## src/design/ssw_params.svh

```systemverilog
// Offsets, field positions, reset values and timing counts of the slave watchdog block
`ifndef SSW_PARAMS_SVH
`define SSW_PARAMS_SVH
// ==========================================================
// Register byte offsets
`define SSW_OFF_CTRL   8'h00
`define SSW_OFF_STATUS 8'h04
`define SSW_OFF_MULT   8'h08
`define SSW_OFF_NET_TO 8'h0c
`define SSW_OFF_APP_TO 8'h10
`define SSW_OFF_OUT    8'h14
`define SSW_OFF_IN     8'h18
// ==========================================================
// Status fields
`define SSW_ST_ERR     4
`define SSW_ST_NET_EXP 5
`define SSW_ST_APP_EXP 6
`define SSW_ST_OUT_VAL 7
// ==========================================================
// Reset values
`define SSW_MULT_RST   16'h09c2
`define SSW_NET_TO_RST 16'h03e8
`define SSW_APP_TO_RST 16'h03e8
`define SSW_MULT_MIN   16'h0001
`define SSW_WD_DEF_MS  100
// ==========================================================
// Timing
`define SSW_CLK_NS     20
`define SSW_BASE_NS    40
`define SSW_BASE_CYC   ((`SSW_BASE_NS + `SSW_CLK_NS - 1) / `SSW_CLK_NS)
`endif

```

## src/design/ssw_pkg.sv

```systemverilog
// Types shared by the slave watchdog block
package ssw_pkg;
    typedef enum logic [2:0] {
        SSW_INIT   = 3'h0,
        SSW_PREOP  = 3'h1,
        SSW_SAFEOP = 3'h3,
        SSW_OP     = 3'h2,
        SSW_BOOT   = 3'h4
    } ssw_state_e;

    typedef struct packed {
        logic [15:0] mult;
        logic [15:0] net_to;
        logic [15:0] app_to;
    } ssw_cfg_s;

    typedef struct packed {
        logic mbx;
        logic pd;
        logic dc;
        logic outv;
    } ssw_chk_s;
endpackage

```

## src/design/ssw_watchdog.sv

```systemverilog
// Slave state machine with network-side and application-side watchdogs
//
// Notes on behaviour
// Two independent watchdogs, network and application, each default 100 ms.
// Network watchdog restarts only on a successful process data exchange.
// Network watchdog expiry drives all outputs false.
// Network watchdog expiry leaves the operating state unchanged.
// Application watchdog flags expiry when no local access occurs in time.
// One shared multiplier; each watchdog has its own count times the tick.
// Master writes multiplier and timeouts only when manual setting is chosen; the code accepts these writes at any time, in every state.
// One tick lasts multiplier plus two periods of the 40 ns base clock.
// Multiplier resets to 2498, a tick of 100 us.
// Network timeout count resets to 1000 ticks, 100 ms by default.
// Timeouts 0 to 65535 and multipliers 1 to 65535 are accepted.
// Network timeout count 0 disables that watchdog completely.
// After reset the state is init; mailbox and process data refused.
// In init the master sets up sync channels 0 and 1 for mailbox.
// Init to pre-operational needs a valid mailbox setup.
// Pre-operational allows mailbox, blocks process data.
// In pre-operational the master sets up process data and mapping.
// To safe-operational needs channel and clock checks; inputs copied first.
// Safe-operational allows both traffic kinds, inputs cyclic, outputs safe.
// Master delivers valid output data before asking for operational.
// Operational copies master output data to physical outputs.
// Boot only from init; only file-transfer mailbox traffic there.
// Watchdogs count ticks, expire at the timeout, clear on access.
`timescale 1ns/100ps
`default_nettype none
`include "ssw_params.svh"
module ssw_watchdog import ssw_pkg::*; (
    // Clock and reset
    input  wire logic        pclk,
    input  wire logic        presetn,
    // APB slave
    input  wire logic        psel,
    input  wire logic        penable,
    input  wire logic        pwrite,
    input  wire logic [7:0]  paddr,
    input  wire logic [31:0] pwdata,
    output logic             pready,
    output logic [31:0]      prdata,
    output logic             pslverr,
    // Network side traffic
    input  wire logic        pd_req,
    input  wire logic        pd_done,
    input  wire logic [31:0] net_out_data,
    input  wire logic        mbx_req,
    input  wire logic        mbx_is_foe,
    output logic             pd_ack,
    output logic             pd_nak,
    output logic             mbx_ack,
    output logic             mbx_nak,
    // Configuration checks
    input  wire logic        mbx_cfg_ok,
    input  wire logic        pd_cfg_ok,
    input  wire logic        dc_cfg_ok,
    // Local process data interface
    input  wire logic        app_access,
    // Physical pins
    input  wire logic [31:0] phys_in,
    output logic [31:0]      phys_out,
    output logic             net_wd_expired,
    output logic             app_wd_expired
);
    // ==========================================================
    // Helpers
    function automatic logic [17:0] tick_len(input logic [15:0] m);
        logic [17:0] s;
        s = {2'h0, m} + 18'h2;
        tick_len = 18'(s * `SSW_BASE_CYC);
    endfunction

    function automatic logic move_ok(input ssw_state_e c, input logic [2:0] r,
                                     input ssw_chk_s k);
        move_ok = 1'b0;
        unique case (c)
            SSW_INIT:   move_ok = r == SSW_INIT || r == SSW_BOOT ||
                                  (r == SSW_PREOP && k.mbx);
            SSW_PREOP:  move_ok = r == SSW_INIT || r == SSW_PREOP ||
                                  (r == SSW_SAFEOP && k.pd && k.dc);
            SSW_SAFEOP: move_ok = r == SSW_INIT || r == SSW_PREOP ||
                                  r == SSW_SAFEOP || (r == SSW_OP && k.outv);
            SSW_OP:     move_ok = r == SSW_INIT || r == SSW_PREOP ||
                                  r == SSW_SAFEOP || r == SSW_OP;
            SSW_BOOT:   move_ok = r == SSW_INIT || r == SSW_BOOT;
            default:    move_ok = 1'b0;
        endcase
    endfunction

    ssw_state_e  state_q;
    ssw_cfg_s    cfg_q;
    ssw_chk_s    chk;
    logic [17:0] presc_q;
    logic        tick;
    logic [15:0] net_cnt_q;
    logic [15:0] app_cnt_q;
    logic        net_exp_q;
    logic        app_exp_q;
    logic        err_q;
    logic        outv_q;
    logic [31:0] out_data_q;
    logic [31:0] dpm_in_q;
    logic [31:0] in_m_q;
    logic [31:0] in_s2_q;
    logic [31:0] in_s3_q;
    logic [31:0] in_q;
    logic        pready_q;
    logic        pslverr_q;
    logic [31:0] prdata_q;
    logic        wr;
    logic        wr_ctrl;
    logic        ctrl_ok;
    logic        pd_allow;
    logic        mbx_allow;
    logic        pd_good;
    logic        to_safeop;

    assign wr        = psel && penable && pready_q && pwrite;
    assign wr_ctrl   = wr && paddr == `SSW_OFF_CTRL;
    assign chk       = '{mbx: mbx_cfg_ok, pd: pd_cfg_ok, dc: dc_cfg_ok, outv: outv_q};
    assign ctrl_ok   = move_ok(state_q, pwdata[2:0], chk);
    assign to_safeop = wr_ctrl && ctrl_ok && state_q == SSW_PREOP &&
                       pwdata[2:0] == SSW_SAFEOP;
    assign pd_allow  = state_q == SSW_SAFEOP || state_q == SSW_OP;
    assign mbx_allow = state_q == SSW_PREOP || pd_allow ||
                       (state_q == SSW_BOOT && mbx_is_foe);
    assign pd_good   = pd_done && pd_allow;
    assign tick      = presc_q == tick_len(cfg_q.mult) - 18'h1;

    // ==========================================================
    // APB slave: one wait-free access phase, answer prepared in setup
    always_ff @(posedge pclk or negedge presetn) begin
        if (!presetn) begin
            pready_q  <= 1'b0;
            pslverr_q <= 1'b0;
            prdata_q  <= 32'h0;
        end else begin
            pready_q  <= psel && !penable;
            pslverr_q <= 1'b0;
            prdata_q  <= 32'h0;
            if (psel && !penable) begin
                unique case (paddr)
                    `SSW_OFF_CTRL:   prdata_q <= {29'h0, state_q};
                    `SSW_OFF_STATUS: prdata_q <= {24'h0, outv_q, app_exp_q, net_exp_q,
                                                  err_q, 1'b0, state_q};
                    `SSW_OFF_MULT:   prdata_q <= {16'h0, cfg_q.mult};
                    `SSW_OFF_NET_TO: prdata_q <= {16'h0, cfg_q.net_to};
                    `SSW_OFF_APP_TO: prdata_q <= {16'h0, cfg_q.app_to};
                    `SSW_OFF_OUT:    prdata_q <= out_data_q;
                    `SSW_OFF_IN:     prdata_q <= dpm_in_q;
                    default:         pslverr_q <= 1'b1;
                endcase
            end
        end
    end

    // ==========================================================
    // Watchdog settings; a zero multiplier is raised to the least legal one
    always_ff @(posedge pclk or negedge presetn) begin
        if (!presetn) begin
            cfg_q <= '{mult: `SSW_MULT_RST, net_to: `SSW_NET_TO_RST,
                       app_to: `SSW_APP_TO_RST};
        end else if (wr && !pslverr_q) begin
            if (paddr == `SSW_OFF_MULT)
                cfg_q.mult <= (pwdata[15:0] == 16'h0) ? `SSW_MULT_MIN : pwdata[15:0];
            if (paddr == `SSW_OFF_NET_TO)
                cfg_q.net_to <= pwdata[15:0];
            if (paddr == `SSW_OFF_APP_TO)
                cfg_q.app_to <= pwdata[15:0];
        end
    end

    // ==========================================================
    // Shared prescaler
    always_ff @(posedge pclk or negedge presetn) begin
        if (!presetn)
            presc_q <= 18'h0;
        else if (presc_q >= tick_len(cfg_q.mult) - 18'h1)
            presc_q <= 18'h0;
        else
            presc_q <= presc_q + 18'h1;
    end

    // ==========================================================
    // Network-side watchdog
    always_ff @(posedge pclk or negedge presetn) begin
        if (!presetn) begin
            net_cnt_q <= 16'h0;
            net_exp_q <= 1'b0;
        end else begin
            if (pd_good)
                net_cnt_q <= 16'h0;
            else if (tick && net_cnt_q < cfg_q.net_to)
                net_cnt_q <= net_cnt_q + 16'h1;
            net_exp_q <= !pd_good && cfg_q.net_to != 16'h0 &&
                         net_cnt_q >= cfg_q.net_to;
        end
    end

    // ==========================================================
    // Application-side watchdog
    always_ff @(posedge pclk or negedge presetn) begin
        if (!presetn) begin
            app_cnt_q <= 16'h0;
            app_exp_q <= 1'b0;
        end else begin
            if (app_access)
                app_cnt_q <= 16'h0;
            else if (tick && app_cnt_q < cfg_q.app_to)
                app_cnt_q <= app_cnt_q + 16'h1;
            app_exp_q <= !app_access && cfg_q.app_to != 16'h0 &&
                         app_cnt_q >= cfg_q.app_to;
        end
    end

    // ==========================================================
    // Slave state machine; watchdog expiry is deliberately not an input
    always_ff @(posedge pclk or negedge presetn) begin
        if (!presetn)
            state_q <= SSW_INIT;
        else if (wr_ctrl && ctrl_ok)
            state_q <= ssw_state_e'(pwdata[2:0]);
    end

    // Refused moves raise a sticky error; a new refusal beats a clear
    always_ff @(posedge pclk or negedge presetn) begin
        if (!presetn)
            err_q <= 1'b0;
        else if (wr_ctrl && !ctrl_ok)
            err_q <= 1'b1;
        else if (wr && paddr == `SSW_OFF_STATUS && pwdata[`SSW_ST_ERR])
            err_q <= 1'b0;
    end

    // Output data seen in safe-operational enables the move to operational
    always_ff @(posedge pclk or negedge presetn) begin
        if (!presetn)
            outv_q <= 1'b0;
        else if (!pd_allow)
            outv_q <= 1'b0;
        else if (pd_good)
            outv_q <= 1'b1;
    end

    always_ff @(posedge pclk or negedge presetn) begin
        if (!presetn)
            out_data_q <= 32'h0;
        else if (pd_good)
            out_data_q <= net_out_data;
    end

    // ==========================================================
    // Traffic gating
    always_ff @(posedge pclk or negedge presetn) begin
        if (!presetn) begin
            pd_ack  <= 1'b0;
            pd_nak  <= 1'b0;
            mbx_ack <= 1'b0;
            mbx_nak <= 1'b0;
        end else begin
            pd_ack  <= pd_req && pd_allow;
            pd_nak  <= pd_req && !pd_allow;
            mbx_ack <= mbx_req && mbx_allow;
            mbx_nak <= mbx_req && !mbx_allow;
        end
    end

    // ==========================================================
    // Input pins: three stages, a change counts once stages two and three agree
    always_ff @(posedge pclk or negedge presetn) begin
        if (!presetn) begin
            in_m_q  <= 32'h0;
            in_s2_q <= 32'h0;
            in_s3_q <= 32'h0;
            in_q    <= 32'h0;
        end else begin
            in_m_q  <= phys_in;
            in_s2_q <= in_m_q;
            in_s3_q <= in_s2_q;
            if (in_s2_q == in_s3_q)
                in_q <= in_s3_q;
        end
    end

    // Input image: captured before safe-operational is entered, then cyclic
    always_ff @(posedge pclk or negedge presetn) begin
        if (!presetn)
            dpm_in_q <= 32'h0;
        else if (to_safeop || pd_good)
            dpm_in_q <= in_q;
    end

    // ==========================================================
    // Physical outputs follow master data only in operational and alive
    always_ff @(posedge pclk or negedge presetn) begin
        if (!presetn)
            phys_out <= 32'h0;
        else if (state_q == SSW_OP && !net_exp_q)
            phys_out <= out_data_q;
        else
            phys_out <= 32'h0;
    end

    assign pready         = pready_q;
    assign prdata         = prdata_q;
    assign pslverr        = pslverr_q;
    assign net_wd_expired = net_exp_q;
    assign app_wd_expired = app_exp_q;

    // ==========================================================
    // Checks
    a_out_forced_safe: assert property (@(posedge pclk) disable iff (!presetn)
        net_exp_q |=> phys_out == 32'h0) else $error("outputs not safe on expiry");
    a_state_kept: assert property (@(posedge pclk) disable iff (!presetn)
        $rose(net_exp_q) && state_q == SSW_OP && !wr_ctrl |-> ##1 state_q == SSW_OP)
        else $error("expiry changed the state");
    a_net_restart: assert property (@(posedge pclk) disable iff (!presetn)
        pd_good |=> net_cnt_q == 16'h0 && !net_exp_q) else $error("no restart");
    a_net_disabled: assert property (@(posedge pclk) disable iff (!presetn)
        cfg_q.net_to == 16'h0 |=> !net_exp_q) else $error("disabled dog fired");
    a_app_flag: assert property (@(posedge pclk) disable iff (!presetn)
        app_cnt_q >= cfg_q.app_to && cfg_q.app_to != 16'h0 && !app_access |=> app_exp_q)
        else $error("app expiry missed");
    a_tick_spacing: assert property (@(posedge pclk) disable iff (!presetn)
        tick |=> !tick [*5]) else $error("tick too short");
    a_init_refuse: assert property (@(posedge pclk) disable iff (!presetn)
        state_q == SSW_INIT && (pd_req || mbx_req) |=> !pd_ack && !mbx_ack)
        else $error("init accepted traffic");
    a_preop_gate: assert property (@(posedge pclk) disable iff (!presetn)
        state_q == SSW_PREOP && pd_req && mbx_req |=> pd_nak && mbx_ack)
        else $error("preop gating wrong");
    a_boot_foe: assert property (@(posedge pclk) disable iff (!presetn)
        state_q == SSW_BOOT && mbx_req |=> mbx_ack == $past(mbx_is_foe))
        else $error("boot mailbox gating wrong");
    a_preop_guard: assert property (@(posedge pclk) disable iff (!presetn)
        state_q == SSW_INIT ##1 state_q == SSW_PREOP |-> $past(mbx_cfg_ok))
        else $error("preop entered without mailbox");
    a_op_follow: assert property (@(posedge pclk) disable iff (!presetn)
        state_q == SSW_OP && !net_exp_q |=> phys_out == $past(out_data_q))
        else $error("outputs not following");
endmodule
`default_nettype wire

```

## config.mk

```make
export PLATFORM = sky130hd
export DESIGN_NAME = ssw_watchdog
export DESIGN_NICKNAME = d
export VERILOG_FILES = /design/src/design/ssw_pkg.sv /design/src/design/ssw_watchdog.sv
export VERILOG_INCLUDE_DIRS = /design/src /design/src/design
export SDC_FILE = /design/constraint.sdc
export NUM_CORES = 1
export LEC_CHECK = 0
export BUFFER_PORTS_ARGS = -buffer_cell sky130_fd_sc_hd__buf_2
export CORE_MARGIN = 2
export CORE_UTILIZATION = 63
export CTS_BUF_LIST = sky130_fd_sc_hd__clkbuf_16
export DETAILED_ROUTE_END_ITERATION = 10
export PLACE_DENSITY = 0.91
export SLEW_MARGIN = 15
export SYNTH_ARGS = -nofsm -noshare
export SYNTH_HDL_FRONTEND = slang
export SYNTH_SLANG_ARGS = --single-unit
export TNS_END_PERCENT = 100
```

## constraint.sdc

```tcl
create_clock -name pclk -period 14.59 [get_ports pclk]
set_clock_uncertainty 0.2 [all_clocks]
set_input_delay 2.918 -clock pclk [delete_from_list [all_inputs] [get_ports pclk]]
set_output_delay 2.918 -clock pclk [all_outputs]
set_load 0.1 [all_outputs]
```

==> out/metrics.yaml <==
run_status:
  status: "finished clean"
logic_synthesis:
  synth_seq_cells: 367
  synth_edf_count: 0
  async_reset_ff_share_pct: 100
  synth-seq-area-share_pct: 57.8
  syn_nets: 1525
  yosys_warnings: 0
  synth_area_leaders: "dfrtp_1 (55%), mux2_2 (6.2%), ha_1 (4.3%)"
  yosysTopAreaCellShare_pct: 55.0
  synthCells: 1353
  synthesis.area_um2: 15900
  ys_types: 63
  yosysTopAreaCell: "dfrtp_1"
  syn_area_per_cell_um2: 11.8
  ys.flop_type: "dfrtp_1"
route:
  wirelength_mm: 41.5
  drt_iter0_drc: 1261
  first_pass_iters: 8
  via_per_inst: 6.27
  routedWlPerCell_um: 22.1
  remaining_drc_errors: 0
  via_count: 11800
  ant_nets: 0
worst_setup_path:
  worst_ep_arrival_time_ns: 5.91
  path_max_fanout: 16
  crit_path_end_kind: "register"
  crit_buf_inv: 1
  timing.rr.start: "cfg_q[34]"
  rrSetupSlack_ns: 8.99
  reg2reg_depth: 14
  cpLargestDelayFamily: "simple AND/OR/NAND/NOR gates"
  required_ns: 14.81
  cp_slowest_cell: "nor2_1"
  cp-start-kind: "input port"
  worst-setup-path-type: "in2reg"
  path_cells: "buf_2 -> or4_4 -> nor2_1 -> nand2_1 -> nor2_1 -> nand2_1 -> mux2_2"
  slowest_delay_ns: 0.82
  regToRegEndpoint: "net_cnt_q[10]"
global_routing:
  grt_pass1_wl_mm: 65.3
  grt_max_degree: 174
  antenna_found_initial: 2
  grt_pass1_vias: 12000
  overflow: 0
  gr-usage-all-layers_pct: 32.1
timing:
  fmax_mhz: 176
  setup_viol: 0
  fin_ws_ns: 8.89
  rsz0062_at_grt: "false"
  period_share_pct: 39.0
  min_period_ns: 5.70
  setup_tns_ns: 0
  hold_viol: 0
  worst_pin_slew_ns: 1.05
  maxSlewHeadroom_pct: 29.4
  drv_slew: 0
cells_and_area:
  n_fill_cell: 1521
  final_util_pct: 73.2
  nets: 1688
  drive_gt1_share_pct: 24.7
  area_growth_pct: 15.0
clocking:
  cts_buffers: 37
  cts_tree: "built"
  cts-root-buf: "clkbuf_16"
  cts.sinks: 367
  clk_latency_ns: 0.56
  max-clock-path-buffers: 3
  clkTransAtPathRegs_ns: 0.07
  postCtsHoldBufs: 0
  cts_setup_buffers: 0
  htreeDepth: 2
  cts.repair.resized: 0
min_path:
  min_to: "in_s2_q[3]"
  worstHoldStart: "in_m_q[3]"
  holdPathStages: 0
  min_path_type: "reg2reg"
placement:
  post-place-ws_ns: 8.55
  gp_congestion: 0.911
  port_buffers: 172
  dp_hpwl_mm: 27.5
power_and_ir_drop:
  p_int_mw: 1.68
  clkPwrFrac_pct: 41.8
  seqPwrFrac_pct: 47.6
  power.leakage_nw: 8.89
  switching_share_pct: 26.8
  total_power_mw: 2.30
  p_per_area_nw_per_um2: 126
  power_switching_uw: 616
  p_comb_share_pct: 10.6
  peakVddDrop_uv: 127
die:
  row_count: 58
  initial_core_util_pct: 63.6
  ios: 189
  chipHeight_um: 163
  dieArea_um2: 26600
  die_x_um: 163
  core_area_um2: 25000
run:
  maxCapViolCount: 0
==> placed cells by master (no fill, tap or decap), types with 4 or more instances in the layout <==
cell	count
mux2i_1	8
mux2_4	30
o21ai_0	39
a222oi_1	12
and2_1	43
nor3_1	11
xnor2_1	54
o31ai_1	12
dfstp_2	17
buf_4	10
clkinv_1	4
a221oi_1	4
clkinv_2	5
nand4_1	37
buf_2	171
nand2_1	140
ha_1	55
nor2b_1	9
nand2b_1	5
a211oi_1	8
or3_1	22
mux2_2	88
bufinv_16	4
nor2_1	71
xor2_1	15
and3_1	15
a21o_1	8
inv_1	55
a21oi_1	68
clkbuf_16	37
or4_1	10
and4_1	8
a22oi_1	25
dfrtp_1	350
nand3_1	26
nor4_1	18
==> cell families after synthesis <==
kind of cell             synth area share (%)
AO/OA/AOI/OAI                            8.20
XOR/XNOR                                 3.79
adder cells (fa/ha/maj)                  4.32
buffers and inverters                    2.57
flip-flops                               57.8
multiplexers                             9.55
AND/OR/NAND/NOR                          13.8
==> synthesized netlist by cell type (17+ instances only) <==
master,n
nand4_1,37
a21oi_1,68
or3_1,22
dfrtp_1,350
nor4_1,18
xnor2_1,54
nand3_1,26
mux2_2,88
clkbuf_1,43
mux2_4,30
and2_1,43
o21ai_0,39
inv_1,43
a22oi_1,25
ha_1,55
nor2_1,72
dfstp_2,17
nand2_1,140
==> metrics by stage <==
stage,instance area (um2),std cells,hold WS (ns)
CTS,18300,1874,0.144
global placement,17100,1807,0.132
finish,18300,1876,0.139
global route,18300,1876,0.152
floorplan,15900,1353,0.131
detailed placement,17100,1807,0.135
==> layout make-up <==
type | instances | area, um2 | share of cell area, %
Timing Repair Buffer | 183 | 966 | 5.27
Tap cell | 330 | 413 | 2.25
Clock buffer | 37 | 926 | 5.05
Inverter | 43 | 161 | 0.881
Sequential cell | 367 | 9210 | 50.2
Clock inverter | 30 | 315 | 1.72
Antenna cell | 2 | 5.00 | 0.0273
Multi-Input combinational cell | 884 | 6330 | 34.6
==> worst max path at each step <==
| stage | startpoint | to | cells after the start |
|---|---|---|---|
| after CTS | cfg_q[34] | net_cnt_q[10] | 14 |
| after detailed placement | paddr[0] | cfg_q[13] | 7 |
| after global routing | cfg_q[34] | net_cnt_q[10] | 14 |
| final | paddr[0] | cfg_q[11] | 7 |
| after floorplan | paddr[0] | dpm_in_q[0] | 7 |
| after global placement | paddr[0] | cfg_q[11] | 7 |
==> flip-flops by register name, summed over array words and instances (netlist names), 3 cells and up <==
| name | cells |
|---|---|
| state_q | 3 |
| in_s2_q | 32 |
| phys_out | 32 |
| presc_q | 18 |
| in_q | 32 |
| dpm_in_q | 32 |
| app_cnt_q | 16 |
| in_m_q | 32 |
| cfg_q | 48 |
| net_cnt_q | 16 |
| prdata | 32 |
| in_s3_q | 32 |
| out_data_q | 32 |
==> power groups by stage <==
stage | clock network (mW) | logic, mW | registers [mW]
final | 0.961 | 0.244 | 1.10
after global routing | 1.01 | 0.273 | 1.10
after CTS | 0.965 | 0.242 | 1.09
after detailed placement | 0 | 0.236 | 1.11
after global placement | 0 | 0.219 | 1.11
after floorplan | 0 | 0.147 | 1.10
==> per-layer routing <==
metal	global-route usage, %	part of all wire [%]	vias to the layer above
li1	-	-	5116
met1	40.1	37	5810
met2	53.5	49	638
met3	6.20	8.3	202
met4	16.7	6.4	0
met5	0	0	-
(Power assumes the default switching activity.)
